[src/auf_consts.svh]
// Purpose: Shared constants for the host serial port and debug console.
// Assumes: 50 MHz core clock; frames are 8N1 with the line idling high.
// Notes: Times are kept in their own units; cycle counts derive from them.
// Notes on behaviour
// - Edge mode: 9600/115200 baud, handshake edges matter
// - All packets: flag framed, one stop, no parity
// - Edge mode uses six signals, no gap
// - Edge mode: request enables receiver, then grant
// - Companion drops request, waits grant release
// - Device requests transmit; companion grants when ready
// - Edge mode: send after grant falling edge
// - Edge mode: drop request, await grant release
// - Level mode: grant level-sensitive, receive unhandshaked
// - Level mode: receive works with request inactive
// - Level mode: device requests; grant may stay low
// - Level mode: send when grant sampled low
// - Level mode: hold request released for gap
// - Console: two wires, fixed 9600, 8N1
// - Handshake mode taken from boot configuration
// - Idle watching, wake on activity, report awake
`ifndef AUF_CONSTS_SVH
`define AUF_CONSTS_SVH

`define AUF_CLK_HZ 50000000
`define AUF_CLK_NS 20
`define AUF_BAUD_SLOW 9600
`define AUF_BAUD_FAST 115200
`define AUF_BIT_FAST_CYC (`AUF_CLK_HZ / `AUF_BAUD_FAST)
`define AUF_TX_GAP_US 1000
`define AUF_TX_GAP_CYC ((`AUF_TX_GAP_US * 1000 + `AUF_CLK_NS - 1) / `AUF_CLK_NS)
`define AUF_DATA_BITS 4'h9
`define AUF_HDLC_FLAG 8'h7E
`define AUF_LINE_IDLE 1'b1
`define AUF_START_BIT 1'b0
`define AUF_CON_STOP_CNT 4'h9

`endif

[src/auf_pkg.sv]
// Purpose: Types shared by the host serial port and its buffer.
// Assumes: Nothing beyond the constants header.
// Notes: Byte words carry a packet mark beside the data.
`default_nettype none
package auf_pkg;
  typedef enum logic {AUF_MODE_EDGE, AUF_MODE_LEVEL} auf_mode_e;
  typedef enum logic [1:0] {AUF_RX_IDLE, AUF_RX_START, AUF_RX_DATA, AUF_RX_STOP} auf_rx_state_e;
  typedef enum logic [2:0] {AUF_TX_IDLE, AUF_TX_REQ, AUF_TX_SEND, AUF_TX_WAIT_REL,
    AUF_TX_GAP} auf_tx_state_e;
  typedef logic [15:0] auf_tmr_t;
  // Mark: last byte of a packet on transmit, flag byte on receive
  typedef struct packed {
    logic mark;
    logic [7:0] data;
  } auf_byte_s;
endpackage
`default_nettype wire

[src/auf_buf2.sv]
// Purpose: Two-entry buffer with valid and ready on both sides.
// Assumes: Single clock, synchronous active-low reset.
// Notes: Flags are registered so ready and valid come straight from flops.
`timescale 1ns/1ns
`default_nettype none
module auf_buf2
  import auf_pkg::*;
(
  input wire logic core_clk,
  input wire logic rst_n,
  input wire logic in_valid,
  input wire auf_byte_s in_data,
  output var logic in_ready,
  output var logic out_valid,
  output auf_byte_s out_data,
  input wire logic out_ready
);
  logic [1:0] cnt_reg;
  logic [1:0] cnt_next;
  auf_byte_s slot1_reg;
  logic push;
  logic pop;

  assign push = in_valid && in_ready;
  assign pop = out_valid && out_ready;

  // Occupancy after this cycle's moves
  always_comb begin
    cnt_next = cnt_reg;
    if (push && !pop) begin
      cnt_next = cnt_reg + 2'h1;
    end else if (pop && !push) begin
      cnt_next = cnt_reg - 2'h1;
    end
  end

  // Head and second slot; second slot refills the head on a pop
  always_ff @(posedge core_clk) begin
    if (!rst_n) begin
      cnt_reg <= 2'h0;
      out_valid <= 1'b0;
      in_ready <= 1'b1;
      out_data <= '0;
      slot1_reg <= '0;
    end else begin
      cnt_reg <= cnt_next;
      out_valid <= (cnt_next != 2'h0);
      in_ready <= (cnt_next != 2'h2); // Full stalls the source
      if (push && (cnt_reg == 2'h0 || (cnt_reg == 2'h1 && pop))) begin
        out_data <= in_data;
      end else if (pop && cnt_reg == 2'h2) begin
        out_data <= slot1_reg;
      end
      if (push && cnt_reg == 2'h1 && !pop) begin
        slot1_reg <= in_data;
      end
    end
  end
endmodule
`default_nettype wire

[src/auf_host_port.sv]
// Purpose: Host serial port with two handshake modes, plus debug console.
// Assumes: Pins synchronous to core_clk; mode and rate straps steady at reset.
// Notes: A packet is sent whole; the user must keep its bytes flowing.
`timescale 1ns/1ns
`default_nettype none
`include "auf_consts.svh"
module auf_host_port
  import auf_pkg::*;
#(
  parameter int unsigned BIT_SLOW_CYC = `AUF_CLK_HZ / `AUF_BAUD_SLOW,
  parameter int unsigned TX_GAP_CYC = `AUF_TX_GAP_CYC
)(
  input wire logic core_clk,
  input wire logic rst_n,
  input wire logic mode_level_sel,
  input wire logic baud_fast_sel,
  input wire logic host_rx_serial,
  output var logic host_tx_serial,
  input wire logic host_rx_request_n,
  output var logic host_rx_grant_n,
  output var logic dev_tx_request_n,
  input wire logic dev_tx_grant_n,
  input wire logic tx_valid,
  input wire auf_byte_s tx_byte,
  output var logic tx_ready,
  output var logic rx_valid,
  output auf_byte_s rx_byte,
  input wire logic rx_ready,
  output var logic rx_frame_err,
  output var logic rx_overrun,
  output var logic port_awake,
  input wire logic con_rx_serial,
  output var logic con_tx_serial,
  input wire logic con_tx_valid,
  input wire logic [7:0] con_tx_data,
  output var logic con_tx_ready,
  output var logic con_rx_valid,
  output var logic [7:0] con_rx_data
);
  localparam auf_tmr_t SLOW_CYC = auf_tmr_t'(BIT_SLOW_CYC);
  localparam auf_tmr_t FAST_CYC = auf_tmr_t'(`AUF_BIT_FAST_CYC);
  localparam auf_tmr_t GAP_CYC = auf_tmr_t'(TX_GAP_CYC);

  logic cfg_done_reg;
  auf_mode_e mode_reg;
  logic fast_reg;
  logic edge_mode;
  auf_tmr_t bit_full;
  logic req_prev_reg;
  logic grant_prev_reg;
  logic rxd_prev_reg;
  logic rx_en_reg;
  auf_rx_state_e rx_state_reg;
  auf_tmr_t rx_tmr_reg;
  logic [2:0] rx_cnt_reg;
  logic [7:0] rx_shift_reg;
  logic rxb_push_reg;
  auf_byte_s rxb_word_reg;
  logic rxb_in_ready;
  auf_tx_state_e tx_state_reg;
  auf_tmr_t gap_tmr_reg;
  logic last_sent_reg;
  logic txb_out_valid;
  auf_byte_s txb_word;
  logic tx_load;
  logic ser_busy_reg;
  logic [8:0] ser_shift_reg;
  logic [3:0] ser_bits_reg;
  auf_tmr_t ser_tmr_reg;
  logic ser_done;
  logic [8:0] con_shift_reg;
  logic [3:0] con_bits_reg;
  auf_tmr_t con_tmr_reg;
  logic con_rx_act_reg;
  auf_tmr_t con_rx_tmr_reg;
  logic [3:0] con_rx_cnt_reg;
  logic [7:0] con_rx_sh_reg;
  logic con_rxd_prev_reg;
  auf_tmr_t hi_cnt_reg;

  // Straps caught once after reset release, never changed while running
  always_ff @(posedge core_clk) begin
    if (!rst_n) begin
      cfg_done_reg <= 1'b0;
      mode_reg <= AUF_MODE_EDGE;
      fast_reg <= 1'b0;
    end else if (!cfg_done_reg) begin
      cfg_done_reg <= 1'b1;
      mode_reg <= mode_level_sel ? AUF_MODE_LEVEL : AUF_MODE_EDGE;
      fast_reg <= baud_fast_sel;
    end
  end

  assign edge_mode = (mode_reg == AUF_MODE_EDGE);
  assign bit_full = fast_reg ? FAST_CYC : SLOW_CYC;

  // Previous pin levels for edge detection
  always_ff @(posedge core_clk) begin
    if (!rst_n) begin
      req_prev_reg <= 1'b1;
      grant_prev_reg <= 1'b1;
      rxd_prev_reg <= `AUF_LINE_IDLE;
      con_rxd_prev_reg <= `AUF_LINE_IDLE;
    end else begin
      req_prev_reg <= host_rx_request_n;
      grant_prev_reg <= dev_tx_grant_n;
      rxd_prev_reg <= host_rx_serial;
      con_rxd_prev_reg <= con_rx_serial;
    end
  end

  // Receive handshake: edge mode grants only after the receiver is on
  always_ff @(posedge core_clk) begin
    if (!rst_n) begin
      rx_en_reg <= 1'b0;
      host_rx_grant_n <= 1'b1;
    end else if (cfg_done_reg) begin
      if (!edge_mode) begin
        rx_en_reg <= 1'b1;
        host_rx_grant_n <= host_rx_request_n;
      end else begin
        if (req_prev_reg && !host_rx_request_n && host_rx_grant_n) begin
          rx_en_reg <= 1'b1;
        end else if (host_rx_request_n && rx_state_reg == AUF_RX_IDLE) begin
          rx_en_reg <= 1'b0;
        end
        if (rx_en_reg && !host_rx_request_n) begin
          host_rx_grant_n <= 1'b0;
        end else if (host_rx_request_n && rx_state_reg == AUF_RX_IDLE) begin
          host_rx_grant_n <= 1'b1;
        end
      end
    end
  end

  // Receive deserializer: mid-bit sampling, LSB first, one stop bit
  always_ff @(posedge core_clk) begin
    if (!rst_n) begin
      rx_state_reg <= AUF_RX_IDLE;
      rx_tmr_reg <= '0;
      rx_cnt_reg <= 3'h0;
      rx_shift_reg <= 8'h00;
      rxb_push_reg <= 1'b0;
      rxb_word_reg <= '0;
      rx_frame_err <= 1'b0;
    end else begin
      rxb_push_reg <= 1'b0;
      rx_frame_err <= 1'b0;
      case (rx_state_reg)
        AUF_RX_IDLE: begin
          if (rx_en_reg && rxd_prev_reg && host_rx_serial == `AUF_START_BIT) begin
            rx_state_reg <= AUF_RX_START;
            rx_tmr_reg <= (bit_full >> 1) - 16'h0001;
          end
        end
        AUF_RX_START: begin
          if (rx_tmr_reg != 16'h0000) begin
            rx_tmr_reg <= rx_tmr_reg - 16'h0001;
          end else if (host_rx_serial != `AUF_START_BIT) begin
            rx_state_reg <= AUF_RX_IDLE; // Glitch, not a start bit
          end else begin
            rx_state_reg <= AUF_RX_DATA;
            rx_cnt_reg <= 3'h0;
            rx_tmr_reg <= bit_full - 16'h0001;
          end
        end
        AUF_RX_DATA: begin
          if (rx_tmr_reg != 16'h0000) begin
            rx_tmr_reg <= rx_tmr_reg - 16'h0001;
          end else begin
            rx_shift_reg <= {host_rx_serial, rx_shift_reg[7:1]};
            rx_cnt_reg <= rx_cnt_reg + 3'h1;
            rx_tmr_reg <= bit_full - 16'h0001;
            if (rx_cnt_reg == 3'h7) begin
              rx_state_reg <= AUF_RX_STOP;
            end
          end
        end
        AUF_RX_STOP: begin
          if (rx_tmr_reg != 16'h0000) begin
            rx_tmr_reg <= rx_tmr_reg - 16'h0001;
          end else begin
            rx_state_reg <= AUF_RX_IDLE;
            if (host_rx_serial == `AUF_LINE_IDLE) begin
              rxb_push_reg <= 1'b1;
              rxb_word_reg <= '{mark: (rx_shift_reg == `AUF_HDLC_FLAG), data: rx_shift_reg};
            end else begin
              rx_frame_err <= 1'b1; // Bad stop bit drops the byte
            end
          end
        end
        default: rx_state_reg <= AUF_RX_IDLE;
      endcase
    end
  end

  // No pause is allowed on the line, so a full buffer loses the byte
  always_ff @(posedge core_clk) begin
    if (!rst_n) begin
      rx_overrun <= 1'b0;
    end else begin
      rx_overrun <= rxb_push_reg && !rxb_in_ready;
    end
  end

  auf_buf2 u_rx_buf (
    .core_clk(core_clk),
    .rst_n(rst_n),
    .in_valid(rxb_push_reg),
    .in_data(rxb_word_reg),
    .in_ready(rxb_in_ready),
    .out_valid(rx_valid),
    .out_data(rx_byte),
    .out_ready(rx_ready)
  );

  auf_buf2 u_tx_buf (
    .core_clk(core_clk),
    .rst_n(rst_n),
    .in_valid(tx_valid),
    .in_data(tx_byte),
    .in_ready(tx_ready),
    .out_valid(txb_out_valid),
    .out_data(txb_word),
    .out_ready(tx_load)
  );

  assign tx_load = (tx_state_reg == AUF_TX_SEND) && !ser_busy_reg && !last_sent_reg &&
    txb_out_valid;
  assign ser_done = ser_busy_reg && ser_bits_reg == 4'h0 && ser_tmr_reg == 16'h0000;

  // Transmit handshake and packet sequencing
  always_ff @(posedge core_clk) begin
    if (!rst_n) begin
      tx_state_reg <= AUF_TX_IDLE;
      dev_tx_request_n <= 1'b1;
      gap_tmr_reg <= '0;
      last_sent_reg <= 1'b0;
    end else begin
      case (tx_state_reg)
        AUF_TX_IDLE: begin
          if (cfg_done_reg && txb_out_valid) begin
            dev_tx_request_n <= 1'b0;
            tx_state_reg <= AUF_TX_REQ;
          end
        end
        AUF_TX_REQ: begin
          if (edge_mode ? (grant_prev_reg && !dev_tx_grant_n) : !dev_tx_grant_n) begin
            tx_state_reg <= AUF_TX_SEND;
          end
        end
        AUF_TX_SEND: begin
          if (tx_load) begin
            last_sent_reg <= txb_word.mark;
          end
          if (ser_done && last_sent_reg) begin
            dev_tx_request_n <= 1'b1;
            last_sent_reg <= 1'b0;
            gap_tmr_reg <= GAP_CYC - 16'h0001;
            tx_state_reg <= edge_mode ? AUF_TX_WAIT_REL : AUF_TX_GAP;
          end
        end
        AUF_TX_WAIT_REL: begin
          if (dev_tx_grant_n) begin
            tx_state_reg <= AUF_TX_IDLE;
          end
        end
        AUF_TX_GAP: begin
          if (gap_tmr_reg == 16'h0000) begin
            tx_state_reg <= AUF_TX_IDLE;
          end else begin
            gap_tmr_reg <= gap_tmr_reg - 16'h0001;
          end
        end
        default: tx_state_reg <= AUF_TX_IDLE;
      endcase
    end
  end

  // Transmit serializer: start bit, eight data bits LSB first, stop bit
  always_ff @(posedge core_clk) begin
    if (!rst_n) begin
      ser_busy_reg <= 1'b0;
      host_tx_serial <= `AUF_LINE_IDLE;
      ser_shift_reg <= 9'h000;
      ser_bits_reg <= 4'h0;
      ser_tmr_reg <= '0;
    end else if (tx_load) begin
      ser_busy_reg <= 1'b1;
      host_tx_serial <= `AUF_START_BIT;
      ser_shift_reg <= {`AUF_LINE_IDLE, txb_word.data};
      ser_bits_reg <= `AUF_DATA_BITS;
      ser_tmr_reg <= bit_full - 16'h0001;
    end else if (ser_busy_reg) begin
      if (ser_tmr_reg != 16'h0000) begin
        ser_tmr_reg <= ser_tmr_reg - 16'h0001;
      end else if (ser_bits_reg == 4'h0) begin
        ser_busy_reg <= 1'b0;
      end else begin
        host_tx_serial <= ser_shift_reg[0];
        ser_shift_reg <= {`AUF_LINE_IDLE, ser_shift_reg[8:1]};
        ser_bits_reg <= ser_bits_reg - 4'h1;
        ser_tmr_reg <= bit_full - 16'h0001;
      end
    end
  end

  // Console transmit, fixed slow rate regardless of the rate strap
  always_ff @(posedge core_clk) begin
    if (!rst_n) begin
      con_tx_ready <= 1'b1;
      con_tx_serial <= `AUF_LINE_IDLE;
      con_shift_reg <= 9'h000;
      con_bits_reg <= 4'h0;
      con_tmr_reg <= '0;
    end else if (con_tx_ready && con_tx_valid) begin
      con_tx_ready <= 1'b0;
      con_tx_serial <= `AUF_START_BIT;
      con_shift_reg <= {`AUF_LINE_IDLE, con_tx_data};
      con_bits_reg <= `AUF_DATA_BITS;
      con_tmr_reg <= SLOW_CYC - 16'h0001;
    end else if (!con_tx_ready) begin
      if (con_tmr_reg != 16'h0000) begin
        con_tmr_reg <= con_tmr_reg - 16'h0001;
      end else if (con_bits_reg == 4'h0) begin
        con_tx_ready <= 1'b1;
      end else begin
        con_tx_serial <= con_shift_reg[0];
        con_shift_reg <= {`AUF_LINE_IDLE, con_shift_reg[8:1]};
        con_bits_reg <= con_bits_reg - 4'h1;
        con_tmr_reg <= SLOW_CYC - 16'h0001;
      end
    end
  end

  // Console receive; no back-pressure, a byte is a one-cycle pulse
  always_ff @(posedge core_clk) begin
    if (!rst_n) begin
      con_rx_act_reg <= 1'b0;
      con_rx_tmr_reg <= '0;
      con_rx_cnt_reg <= 4'h0;
      con_rx_sh_reg <= 8'h00;
      con_rx_valid <= 1'b0;
      con_rx_data <= 8'h00;
    end else begin
      con_rx_valid <= 1'b0;
      if (!con_rx_act_reg) begin
        if (con_rxd_prev_reg && con_rx_serial == `AUF_START_BIT) begin
          con_rx_act_reg <= 1'b1;
          con_rx_cnt_reg <= 4'h0;
          con_rx_tmr_reg <= (SLOW_CYC >> 1) - 16'h0001;
        end
      end else if (con_rx_tmr_reg != 16'h0000) begin
        con_rx_tmr_reg <= con_rx_tmr_reg - 16'h0001;
      end else if (con_rx_cnt_reg == `AUF_CON_STOP_CNT) begin
        con_rx_act_reg <= 1'b0;
        con_rx_valid <= (con_rx_serial == `AUF_LINE_IDLE);
        con_rx_data <= con_rx_sh_reg;
      end else if (con_rx_cnt_reg == 4'h0 && con_rx_serial != `AUF_START_BIT) begin
        con_rx_act_reg <= 1'b0;
      end else begin
        if (con_rx_cnt_reg != 4'h0) begin
          con_rx_sh_reg <= {con_rx_serial, con_rx_sh_reg[7:1]};
        end
        con_rx_cnt_reg <= con_rx_cnt_reg + 4'h1;
        con_rx_tmr_reg <= SLOW_CYC - 16'h0001;
      end
    end
  end

  // Awake while anything moves; low lets the power manager doze the port
  always_ff @(posedge core_clk) begin
    if (!rst_n) begin
      port_awake <= 1'b0;
    end else begin
      port_awake <= (rx_state_reg != AUF_RX_IDLE) || (tx_state_reg != AUF_TX_IDLE) ||
        !host_rx_grant_n || !con_tx_ready || con_rx_act_reg;
    end
  end

  // Cycles the transmit request has stood released, saturating
  always_ff @(posedge core_clk) begin
    if (!rst_n) begin
      hi_cnt_reg <= 16'hFFFF;
    end else if (!dev_tx_request_n) begin
      hi_cnt_reg <= 16'h0000;
    end else if (hi_cnt_reg != 16'hFFFF) begin
      hi_cnt_reg <= hi_cnt_reg + 16'h0001;
    end
  end
endmodule
`default_nettype wire

[config.mk]
export PLATFORM = sky130hd
export DESIGN_NAME = auf_host_port
export DESIGN_NICKNAME = d
export VERILOG_FILES = /design/src/auf_pkg.sv /design/src/auf_buf2.sv /design/src/auf_host_port.sv
export VERILOG_INCLUDE_DIRS = /design/src
export SDC_FILE = /design/constraint.sdc
export NUM_CORES = 1
export LEC_CHECK = 0
export ABC_AREA = 1
export CELL_PAD_IN_SITES_DETAIL_PLACEMENT = 1
export CELL_PAD_IN_SITES_GLOBAL_PLACEMENT = 1
export CORE_MARGIN = 2
export CORE_UTILIZATION = 45
export DETAILED_ROUTE_END_ITERATION = 6
export DONT_BUFFER_PORTS = 1
export PLACE_DENSITY_LB_ADDON = 0.1
export SYNTH_ARGS = -nofsm -noshare
export SYNTH_HDL_FRONTEND = slang
export SYNTH_HIERARCHICAL = 1
export SYNTH_SLANG_ARGS = --single-unit
[constraint.sdc]
create_clock -name core_clk -period 3.1 [get_ports core_clk]
set_input_delay 0.155 -clock core_clk [delete_from_list [all_inputs] [get_ports core_clk]]
set_output_delay 0.155 -clock core_clk [all_outputs]
set_load 0.005 [all_outputs]
**After elaboration in Yosys (flattened, before gate mapping)**

Cells that the tools add are included.

- Memory bits (writable): 0
- Bits in latches: 0
- Memories kept: 0
- Register bits after elaboration: 216
- Output and inout bits: 28
- Memory bits (read-only): 0
- Word-level logic and storage cells: 342
- Input bits: 28

- Equal/unequal tests: 43
- Multipliers: 0
- Bitwise gates (word level): 14
- Add/subtract/negate cells: 15
- Div/mod/pow operators: 0
- Mux-type cells: 107
- Reductions and logical operators: 107
- Shifts and indexed selects: 0
- Magnitude comparators: 0

Operator list:

| cell | number |
|---|---|
| $mux 16 | 18 |
| $mux 9 | 12 |
| $sub 16x1->16 const B | 5 |
| $pmux 16 s4 | 1 |
| $reduce_bool 16->1 | 4 |
| $mux 4 | 13 |
| $mux 13 | 3 |
| $ne 2x2->1 const B | 19 |
| $logic_and 1x1->1 | 36 |
| $mux 1 | 36 |
| $logic_not 16->1 | 2 |
| $pmux 16 s2 | 1 |
| $reduce_and 3->1 | 10 |
| $mux 3 | 9 |
| $reduce_bool 2->1 | 11 |
| $mux 2 | 10 |
| $pmux 3 s5 | 1 |
| $reduce_and 5->1 | 3 |
| $not 1->1 | 14 |
| $reduce_and 2->1 | 7 |
| $sub 13x1->14 const B | 1 |
| $sub 12x1->13 const B | 1 |
| $logic_not 4->1 | 3 |
| $ne 3x3->1 const B | 4 |
| 27 further kinds | 62 |

**Depth between registers and ports, before layout**

Gate-level depths: netlist (run 1).

- Word-level depth: 9
- Mapped depth: 11
- Gate-level depth less buffers: 11

**Hierarchy**

Netlist (run 1), hierarchy kept.

By module, submodules not included:

| module | cells an instance | sequential area each (sq um) | times used | area an instance (sq um) |
|---|---|---|---|---|
| auf_host_port | 1349 | 3443.3 | 1 | 8994.9 |
| auf_buf2 | 151 | 440.4 | 2 | 1052.3 |

**Worst setup path after synthesis (run 1)**

Ideal clock, no wire load.

- Path type: reg2reg
- Start point: register tx_state_reg[0]
- End point: register u_tx_buf/out_data[1] in the netlist's numbering
- Arrival time: 1.732 ns
- Clock period less this slack: 1.801 ns
- Stages on the path, launching flop included: 12
- Library setup time: 0.069 ns
- Data required time: 3.031 ns
- Setup slack: 1.299 ns
- Buffers on the path: 2
- Path through: dfxtp_1 > nor2_2 > nand2_2 > nor2_4 > buf_1 > nand3_1 > nand2_4 > nand2_4 > buf_6 > nand2_1 > nand2_1 > a21oi_2

- Longest elaborated chain between the ends: 9
- Elaborated cells between the ends (all ways): 11
- Classes of those cells: 1 x eq/ne; 1 x mux; 9 x reduce/logical

Ends and longest elaborated chain:

| element | RTL line | text |
|---|---|---|
| start: declaration | auf_host_port.sv:60 | `auf_tx_state_e tx_state_reg;` |
| start signal: assignment | auf_host_port.sv:260 | `tx_state_reg <= edge_mode ? AUF_TX_WAIT_REL : AUF_TX_GAP;` |
| $eq 3x2->1 * | auf_host_port.sv:228 | `assign tx_load = (tx_state_reg == AUF_TX_SEND) && !ser_busy_reg && !last_sent_reg &&` |
| $logic_and 1x1->1 * (3 in a row) | auf_host_port.sv:228 |  |
| net tx_load | auf_host_port.sv:65 | `logic tx_load;` |
| $logic_and 1x1->1 * | auf_buf2.sv:25 | `assign pop = out_valid && out_ready;` |
| $logic_and 1x1->1 | auf_buf2.sv:49 | `if (push && (cnt_reg == 2'h0 \|\| (cnt_reg == 2'h1 && pop))) begin` |
| $logic_or 1x1->1 | auf_buf2.sv:49 |  |
| $logic_and 1x1->1 | auf_buf2.sv:49 |  |
| $mux 9 or $reduce_bool 2->1 (tied branches) | n/a |  |
| end signal: assignment | auf_buf2.sv:50 | `out_data <= in_data;` |
| end signal: assignment | auf_buf2.sv:52 | `out_data <= slot1_reg;` |
| end: declaration | auf_buf2.sv:15 | `output auf_byte_s out_data,` |

Mark *: on every way through the listed nets, which the timed path passes. The rest lies on a longest branch.
A chain may end at the register's enable or synchronous reset.

**Worst setup path after layout (run 1)**

- Start point: register rx_state_reg[0]
- End point: register rx_tmr_reg[9]

- Longest elaborated chain between the ends: 3
- Elaborated cells between the ends (all ways): 9
- Classes of those cells: 6 x eq/ne; 1 x mux; 2 x reduce/logical

Ends and longest elaborated chain:

| element | RTL line | text |
|---|---|---|
| start: declaration | auf_host_port.sv:53 | `auf_rx_state_e rx_state_reg;` |
| start signal: assignment | auf_host_port.sv:139 | `rx_state_reg <= AUF_RX_IDLE;` |
| start signal: assignment | auf_host_port.sv:152 | `rx_state_reg <= AUF_RX_START;` |
| start signal: assignment | auf_host_port.sv:160 | `rx_state_reg <= AUF_RX_IDLE;` |
| $eq 2x1->1, or another cell as far along | auf_host_port.sv:149 | `case (rx_state_reg)` |
| $ne 3x3->1 (no source line), or another cell as far along | n/a |  |
| $reduce_and 3->1 (no source line) | n/a |  |
| end signal: assignment | auf_host_port.sv:153 | `rx_tmr_reg <= (bit_full >> 1) - 16'h0001;` |
| end signal: assignment | auf_host_port.sv:158 | `rx_tmr_reg <= rx_tmr_reg - 16'h0001;` |
| end signal: assignment | auf_host_port.sv:164 | `rx_tmr_reg <= bit_full - 16'h0001;` |
| end: declaration | auf_host_port.sv:54 | `auf_tmr_t rx_tmr_reg;` |

Parallel ways exist; a longest one is shown, timed or not.

==> reports/results.tsv, run 1 <==
stage	metric	value	unit
logic_synthesis	syn_nets	1705	
logic_synthesis	synth_top_area_share	0.390	
timing	maxSlewHeadroom	0.506	
global_routing	antenna_found_initial	1	
die	core	24200	um2
logic_synthesis	synthAdderAreaFrac	0.0293	
setup_path	max_stage_delay	0.42	ns
clocking	cts_setup_buffers	0	
global_routing	grt_pass1_vias	10700	
pwr	switching_share	0.432	
logic_synthesis	synth-compound-area-share	0.118	
logic_synthesis	yosys.area_share.simple	0.362	
clocking	clk_pin_slew_worst_paths	0.06	ns
pwr	power_leakage	0.00542	uW
pwr	power.internal	6530	uW
timing	skew	0.0161	ns
setup_path	r2r_end	rx_tmr_reg[9]	
route	routed_wl	29900	um
timing	drv_slew	0	
pwr	p_seq_frac	0.303	
finish	area_growth	12.2	%
route	ant_nets	0	
placed_design	dp_cells	1935	
pwr	pwr-share-comb	0.429	
timing	fin_setup_tns	0	ns
logic_synthesis	syn_area_per_cell	6.72	um2
logic_synthesis	ys_warn_count	6	
job	cap_violations	0	
finish	final_cells	2009	
clocking	cts_tree	yes	
finish	nets	1719	
route	drc_errors	0	
finish	drive_gt1_frac	0.0707	
logic_synthesis	ys_ff_latch	216	
timing	hold_viol	0	
logic_synthesis	ys_async_sr_fraction	0	
logic_synthesis	ys_seq_area_frac	0.390	
clocking	cts_inserted_buffers	26	
timing	fmax	0.418	GHz
global_routing	grt_pass1_wl	51200	um
die	start_util	0.458	
setup_path	critPathSlowestCell	dfxtp_1	
global_routing	grt_overflow	0	
setup_path	reg2reg_slack	0.71	ns
clocking	h-tree-depth	1	
setup_path	cp_top_family	simple AND/OR/NAND/NOR gates	
die	io_pins	56	
route	drtIter0Drc	398	
logic_synthesis	synth_xor_area_frac	0.0237	
setup_path	crit_path_max_fanout	14	
clocking	clk_latency	0.54	ns
die	fp.dieArea	25900	um2
pwr	power.switching	4980	uW
placed_design	dpl_worst_slack	0.746	ns
timing	post-route-period-util	0.772	
route	wire_per_inst	14.9	um
timing	rsz0062_at_grt	no	
route	drt-pass1-iter-count	5	
global_routing	grt_util_all_layers	0.233	
setup_path	cp_data_required_time	3.51	ns
setup_path	crit_type	register to register	
logic_synthesis	synth.most_common_cell	nand2_1	
timing	worst_pin_slew	0.740	ns
logic_synthesis	syn_area	11100	um2
timing	finalWorstSetupSlack	0.708	ns
timing	setup_violations	0	
clocking	numClockSinks	216	
route	vias	10500	
logic_synthesis	synth_area_leader_cell	dfxtp_1	
pwr	vdd_drop_max	0.419	mV
setup_path	r2r-start	rx_state_reg[0]	
worst_hold_path	min_from	tx_valid	
setup_path	crit_start	rx_state_reg[0]	
die	die_y	161	um
logic_synthesis	synth.area.top_cells	dfxtp_1, nand2_1, nor2_1, nand3_1, a21oi_1	
logic_synthesis	synth_top_family_by_area	simple AND/OR/NAND/NOR gates	
clocking	cts.path.max_buffers	3	
timing	hold_ws	0.0522	ns
placed_design	gp_congestion	0.869	
die	die_w	161	um
worst_hold_path	worstHoldPathType	input pin to register	
timing	finalCriticalPeriod	2.39	ns
route	avgViaCountPerCell	5.23	
setup_path	critPathCapture	rx_tmr_reg[9]	
logic_synthesis	muxShareOfSynthArea	0	
setup_path	cp_cell_sequence	ha_1, inv_1, o21ai_0, nand3_1, nand2_1, inv_1, o21ai_0, a21oi_1	
setup_path	cp.arrival	2.80	ns
global_routing	grt_max_degree	95	
setup_path	crit_buf_inv	2	
pwr	p_per_area	924	nW/um2
placed_design	dp_hpwl	20600	um
logic_synthesis	synth_edf_count	0	
pwr	p_clk_frac	0.268	
setup_path	end_kind	register	
outcome	status	complete, no violations	
logic_synthesis	ys_top_cells_by_count	nand2_1, nor2_1, dfxtp_1, nand3_1, inv_1	
clocking	cts-root-buf	clkbuf_16	
setup_path	crit_cells	8	
pwr	p_total	11500	uW
setup_path	rr_worst_depth	8	
finish	fillCellCount	3237	
die	rows	57	
logic_synthesis	synth_cell_type_count	44	
logic_synthesis	ys.flop_type	dfxtp_1	
logic_synthesis	syn_inst	1651	
placed_design	io_buffers	0	
setup_path	startpoint_type	register	
==> placed cells by master, fill, tap and decap left out, types with 9 or more instances in the layout <==
cell,netlist,layout
nand3_1,160,160
nor2_1,233,233
nor2_2,14,14
nor3_1,27,27
a31oi_1,15,15
inv_2,15,15
nand4_1,22,22
inv_1,148,148
dlygate4sd3_1,0,25
a21oi_1,127,127
xor2_1,20,20
nand2_1,410,410
clkbuf_16,0,27
dfxtp_1,216,216
xnor2_1,10,10
nand2_2,12,12
clkinv_2,1,9
o21ai_0,90,90
ha_1,26,26
==> area by class of cell <==
| class | instances | area, um2 | share of cell area |
|---|---|---|---|
| sequential | 216 | 4320 | 0.347 |
| clock buffer | 33 | 708 | 0.0569 |
| inverter | 169 | 636 | 0.0510 |
| antenna | 1 | 2.50 | 0.000201 |
| clock inverter | 14 | 155 | 0.0125 |
| tap | 324 | 405 | 0.0325 |
| multi-input combinational | 1221 | 5910 | 0.474 |
| timing repair buffer | 31 | 315 | 0.0253 |
==> power groups by stage <==
stage	clock (uW)	combinational, uW	sequential (uW)
after floorplan	0	3820	3430
after global placement	0	4720	3530
after CTS	3150	4950	3480
after global routing	3260	5650	3540
after detailed placement	0	4840	3540
final	3090	4940	3480
==> cells by family (layout without fill, tap and decap cells) <==
kind of cell    count (synthesis)  count (layout)
compound gates                249             249
xor+xnor                       30              30
flops                         216             216
simple gates                  916             916
buf+inv                       214             247
fa+ha+maj                      26              26
other cells                     0               1
==> worst min path at each step <==
stage	end	slack, ns	cells after the start
2_1_floorplan	cfg_done_reg	0.18	0
3_3_place_gp	cfg_done_reg	0.20	0
3_5_place_dp	cfg_done_reg	0.19	0
4_1_cts	u_tx_buf/in_ready	0.04	4
5_1_grt	u_rx_buf/out_data[5]	0.09	6
6_report	u_tx_buf/in_ready	0.05	4
==> worst min-delay path: cells and delay by family <==
kind	cells	cell delay, ns
simple gates	4	0.41
==> through the flow <==
stage	instance area (um2)	utilization
4_1_cts	12500	0.514
3_3_place_gp	11300	0.466
5_1_grt	12500	0.514
6_report	12500	0.514
2_1_floorplan	11100	-
3_5_place_dp	11300	0.466
==> per-layer routing <==
metal | global-route usage | wire (um) | part of all wire
met1 | 0.307 | 14200 | 0.47
met2 | 0.405 | 14100 | 0.47
met3 | 0.0306 | 1050 | 0.035
met4 | 0.0556 | 602 | 0.020
met5 | 0 | 0 | 0
==> what timing repair did <==
item / in CTS / in global routing
resized for setup: 0 / 0
hold endpoints to repair: 126 / 0
hold buffers: 26 / 0
Power figures use the tool's default switching activity.
==> run 2: changes to the inputs <==
- CORE_UTILIZATION: 45 -> 42
- clock period: 3.1 -> 2.2 ns (I/O delays scaled with it)
==> run 2 against run 1 <==
  * Register-to-register slack worse by 0.49 ns
  * Non-clock buffer count is 23 higher
  * Routed wire length increased by 0.75%
  * Maximum frequency is 20% higher
  * Sequential cell count did not move
  * Die area is 7.0% higher
  * Final area rose by 2.4%
  * Via count unchanged
  * Count of clock-buffer cells in the layout is 5 higher
  * Combinational power is 46% higher
  * Hold slack better by 0.020 ns
  * Power is 46% higher
==> reports/results.tsv, run 2 (synthesis gave the netlist of run 1 again) <==
stage	metric	value	unit
timing	rsz0062_at_grt	no	
clocking	numClockSinks	216	
timing	finalCriticalPeriod	1.99	ns
setup_path	critPathSlowestCell	dfxtp_1	
die	io_pins	56	
route	drc_errors	0	
worst_hold_path	worstHoldPathType	input pin to register	
route	routed_wl	30100	um
setup_path	reg2reg_slack	0.21	ns
setup_path	cp.arrival	2.40	ns
setup_path	crit_type	register to register	
placed_design	gp_congestion	0.855	
pwr	vdd_drop_max	1.10	mV
clocking	cts_inserted_buffers	26	
finish	fillCellCount	3427	
worst_hold_path	min_from	host_rx_serial	
die	rows	59	
timing	finalWorstSetupSlack	0.213	ns
setup_path	startpoint_type	register	
setup_path	cp_data_required_time	2.62	ns
global_routing	grt_pass1_vias	10800	
setup_path	cp_cell_sequence	inv_1, ha_1, nand3_2, nor2_4, nand2_1, nand2_4, nand2_1, o21ai_0, nand2_1, o21ai_0, nor2_1	
clocking	clk_latency	0.54	ns
timing	setup_violations	0	
timing	fin_setup_tns	0	ns
finish	layout_commonest_cell	nand2_1	
timing	hold_viol	0	
timing	maxSlewHeadroom	0.683	
placed_design	dp_hpwl	21200	um
route	drt-pass1-iter-count	4	
global_routing	grt_max_degree	97	
clocking	h-tree-depth	1	
die	fp.dieArea	27700	um2
die	core	26000	um2
timing	fmax	0.503	GHz
timing	post-route-period-util	0.903	
timing	skew	0.0106	ns
finish	final_cell_mix	nand2_1, nor2_1, dfxtp_1	
job	cap_violations	0	
finish	nets	1742	
route	ant_nets	0	
route	drtIter0Drc	396	
clocking	cts-root-buf	clkbuf_16	
placed_design	io_buffers	0	
timing	worst_pin_slew	0.474	ns
finish	drive_gt1_frac	0.0867	
setup_path	rr_worst_depth	11	
finish	utilization	0.491	
route	avgViaCountPerCell	5.14	
die	start_util	0.427	
setup_path	r2r_end	ser_tmr_reg[5]	
pwr	power_leakage	0.00557	uW
setup_path	r2r-start	ser_tmr_reg[0]	
clocking	clk_pin_slew_worst_paths	0.06	ns
outcome	status	complete, no violations	
global_routing	grt_overflow	0	
worst_hold_path	worstHoldPathCells	4	
setup_path	max_stage_delay	0.30	ns
timing	hold_ws	0.0721	ns
finish	area_growth	14.9	%
pwr	p_per_area	1320	nW/um2
placed_design	dpl_worst_slack	0.152	ns
clocking	cts.path.max_buffers	3	
timing	drv_slew	0	
clocking	cts_tree	yes	
global_routing	grt_pass1_wl	51800	um
global_routing	antenna_found_initial	1	
global_routing	grt_util_all_layers	0.217	
die	die_y	167	um
worst_hold_path	min_to	rxb_word_reg[0]	
route	wire_per_inst	14.7	um
clocking	cts_setup_buffers	0	
die	die_w	167	um
setup_path	crit_path_max_fanout	10	
route	vias	10500	
setup_path	crit_top_cell	nand2_1	
setup_path	crit_start	ser_tmr_reg[0]	
setup_path	end_kind	register	
==> run 2: worst max-delay path by stage <==
stage                                end  slack, ns
floorplan           u_tx_buf/out_data[1]       0.40
finish                    ser_tmr_reg[5]       0.21
CTS                      ser_tmr_reg[15]       0.13
detailed placement        ser_tmr_reg[5]       0.15
global route              ser_tmr_reg[5]       0.02
global placement         ser_tmr_reg[15]       0.23
==> run 2: metal layers <==
metal,routed length (um),up-vias,track usage
met5,0,-,0
met4,651,0,0.0487
li1,-,5428,-
met2,14400,97,0.392
met3,950,44,0.0326
met1,14100,4939,0.273
==> run 2: metrics by stage <==
step                      total power, uW  instances  area (um2)
after floorplan                     10200       1651       11100
after global placement              11900       1968       11500
after detailed placement            12000       1968       11500
after CTS                           16900       2042       12700
after global routing                18100       2043       12700
final                               16800       2043       12700
==> run 2: worst max-delay path: cells and delay by family (launching register included) <==
family,cells,cell delay [ns]
compound gates,2,0.21
fa+ha+maj,1,0.23
buf+inv,1,0.12
flops,1,0.30
simple gates,7,1.00
==> run 2: cell type report <==
type	instances	area [um2]	area share
clock inverters	9	145	0.0114
flip-flops and latches	216	4320	0.339
clock buffers	38	787	0.0617
repair buffers	54	490	0.0385
inverters	169	636	0.0499
multi-input cells	1221	5950	0.466
diodes	1	2.50	0.000196
well taps	335	419	0.0329
==> run 2: where the power goes <==
| group | switching, uW | internal [uW] |
|---|---|---|
| registers | 508 | 4400 |
| clock network | 1710 | 2930 |
| logic | 4840 | 2380 |
==> run 2: what timing repair did <==
action                                  4_1_cts  5_1_grt
endpoints found under the setup margin        0       18
hold buffers                                 27        0
hold endpoints to repair                    144        0
resized for setup                             0       10
==> run 3: changes to the inputs <==
- CTS_CLUSTER_SIZE: not set -> 14
- SYNTH_HIERARCHICAL: 1 -> not set
==> run 3 against run 2 <==
  * Final area shrank 0.90%
  * Cell count grew 0.29%
  * Count of clock-buffer cells in the layout shrank 1
  * Critical endpoint is now ser_bits_reg[2]
  * Largest cell class unchanged
  * Highest routed layer unchanged
==> reports/results.tsv, run 3 <==
stage	metric	value	unit
logic_synthesis	ys_seq_area_frac	0.393	
setup_path	crit_type	register to register	
timing	maxSlewHeadroom	0.650	
finish	utilization	0.488	
die	rows	59	
route	ant_nets	0	
timing	setup_violations	0	
global_routing	grtUsageMet3	0.0317	
logic_synthesis	ys_ff_latch	216	
global_routing	grt_pass1_vias	11100	
clocking	h-tree-depth	1	
logic_synthesis	yosys.area_share.simple	0.334	
setup_path	startpoint_type	register	
logic_synthesis	synth.most_common_cell	nand2_1	
timing	finalWorstSetupSlack	0.180	ns
timing	drv_slew	0	
placed_design	dpl_worst_slack	-0.00797	ns
die	core	25900	um2
route	drc_errors	0	
placed_design	dp_hpwl	22500	um
finish	final-seq-area	4320	um2
route	drtIter0Drc	516	
finish	final_cell_mix	nand2_1, nor2_1, dfxtp_1	
timing	rsz0062_at_grt	yes	
die	start_util	0.424	
placed_design	io_buffers	0	
clocking	cts-root-buf	clkbuf_16	
die	fp.dieArea	27500	um2
timing	worst_pin_slew	0.520	ns
pwr	p_per_area	1250	nW/um2
worst_hold_path	worstHoldPathType	input pin to register	
global_routing	antenna_found_initial	0	
logic_synthesis	synth-compound-area-share	0.132	
clocking	clk_latency	0.53	ns
setup_path	cp_data_required_time	2.60	ns
finish	layout_commonest_cell	nand2_1	
job	cap_violations	0	
logic_synthesis	synth_area_leader_cell	dfxtp_1	
finish	drive_gt1_frac	0.0665	
logic_synthesis	syn_inst	1653	
clocking	cts_tree	yes	
logic_synthesis	synth_top_family_by_area	simple AND/OR/NAND/NOR gates	
die	die_w	166	um
outcome	status	complete, no violations	
clocking	numClockSinks	216	
finish	area_growth	14.9	%
timing	fmax	0.495	GHz
logic_synthesis	synth_xor_area_frac	0.0247	
global_routing	use_met2	0.411	
global_routing	grt_overflow	0	
setup_path	end_kind	register	
route	vias	10600	
route	drt-pass1-iter-count	4	
finish	diodes	0	
logic_synthesis	synth_edf_count	0	
logic_synthesis	synth_top_area_share	0.393	
global_routing	top_usage_layer	met2	
setup_path	cp.arrival	2.42	ns
finish	nets	1750	
logic_synthesis	ys_async_sr_fraction	0	
finish	multi_input_area	5750	um2
timing	hold_viol	0	
die	die_y	166	um
timing	finalCriticalPeriod	2.02	ns
route	routed_wl	31600	um
logic_synthesis	ys_warn_count	0	
route	wire_per_inst	15.4	um
pwr	vdd_drop_max	0.830	mV
global_routing	grt_pass1_wl	53900	um
die	io_pins	56	
finish	fillCellCount	3391	
setup_path	crit_path_max_fanout	6	
logic_synthesis	ys_top_cells_by_count	nand2_1, nor2_1, dfxtp_1, inv_1, o21ai_0	
clocking	cts_inserted_buffers	26	
logic_synthesis	synth.area.top_cells	dfxtp_1, nand2_1, nor2_1, inv_1, o21ai_0	
global_routing	grt_max_degree	120	
clocking	cts.path.max_buffers	3	
clocking	clk_pin_slew_worst_paths	0.06	ns
global_routing	met1_usage	0.291	
pwr	power_leakage	0.00578	uW
logic_synthesis	muxShareOfSynthArea	0	
logic_synthesis	synth_cell_type_count	48	
placed_design	gp_congestion	0.863	
timing	skew	0.0203	ns
logic_synthesis	syn_area	11000	um2
route	avgViaCountPerCell	5.17	
logic_synthesis	synthAdderAreaFrac	0.0296	
timing	post-route-period-util	0.918	
logic_synthesis	ys.flop_type	dfxtp_1	
logic_synthesis	syn_nets	1707	
global_routing	grt_util_all_layers	0.229	
logic_synthesis	syn_area_per_cell	6.65	um2
run 3: changes by cell type in the layout (fill, tap and decap cells not counted), sizes merged, moves of 7 or more:
cell,change
o21ai,+40
a31oi,-15
inv,+17
nand3,-57
a311oi,+9
a21oi,-23
a211oi,+7
nand2,-29
nor2,+53
buf,+7
run 3: stage by stage:
stage	instances	hold WS [ns]	cell area, um2	setup TNS [ns]	total power [uW]
floorplan	1653	0.138	11000	0	9530
global placement	1974	0.171	11400	0	11000
detailed placement	1974	0.171	11400	-0.0149	11200
CTS	2047	0.0353	12600	0	15900
global route	2049	0.0671	12600	-0.0227	17100
finish	2049	0.0448	12600	0	15800
run 3: final cells by class:
cell class,count,area share
multi-input combinational,1205,0.455
sequential,216,0.342
clock buffer,37,0.0604
inverter,186,0.0561
timing repair buffer,61,0.0430
tap,335,0.0332
clock inverter,9,0.00980
run 3: timing repair:
item | in CTS | in global routing
setup buffers | 0 | 2
endpoints found under the setup margin | 8 | 46
hold buffers | 27 | 0
gates cloned | 0 | 0
hold endpoints to repair | 143 | 0
resized for setup | 1 | 7
pin swaps | 0 | 1
run 3: cell families after synthesis:
| group | after synthesis |
|---|---|
| XOR/XNOR | 31 |
| flip-flops | 216 |
| adder cells (fa/ha/maj) | 26 |
| buffers and inverters | 232 |
| AND/OR/NAND/NOR | 878 |
| AO/OA/AOI/OAI | 270 |
run 3: report_power, final:
part           total [uW]  switching [uW]  internal [uW]
registers            4930             487           4440
clock network        4410            1660           2750
logic                6440            4320           2120
total               15800            6470           9310
run 3: path summary, 6_finish.rpt:
kind / cells after the start / start / to / slack (ns)
worst max-delay path: 10 / ser_tmr_reg[0] / ser_bits_reg[2] / 0.18
worst min-delay path: 6 / dev_tx_grant_n / tx_state_reg[2] / 0.04
worst max register to register: 10 / ser_tmr_reg[0] / ser_bits_reg[2] / 0.18
worst min register to register: 1 / u_rx_buf.in_ready / rx_overrun / 0.42
run 3: routing by layer:
layer  up-vias  wire, um  share of wire
met4         0       649          0.021
li1       5387         -              -
met3        42       827          0.026
met2        87     15700           0.50
met1      5086     14500           0.46
met5         -         0              0
run 3: worst max-delay path: stages (launching register included):
cell	delay (ns)
dfxtp_1	0.34
inv_1	0.09
ha_1	0.20
nand3_2	0.14
nor2_1	0.24
nand2_1	0.15
nor2_2	0.18
nand3_1	0.22
nand3b_1	0.23
nand2_1	0.06
nor2_1	0.04
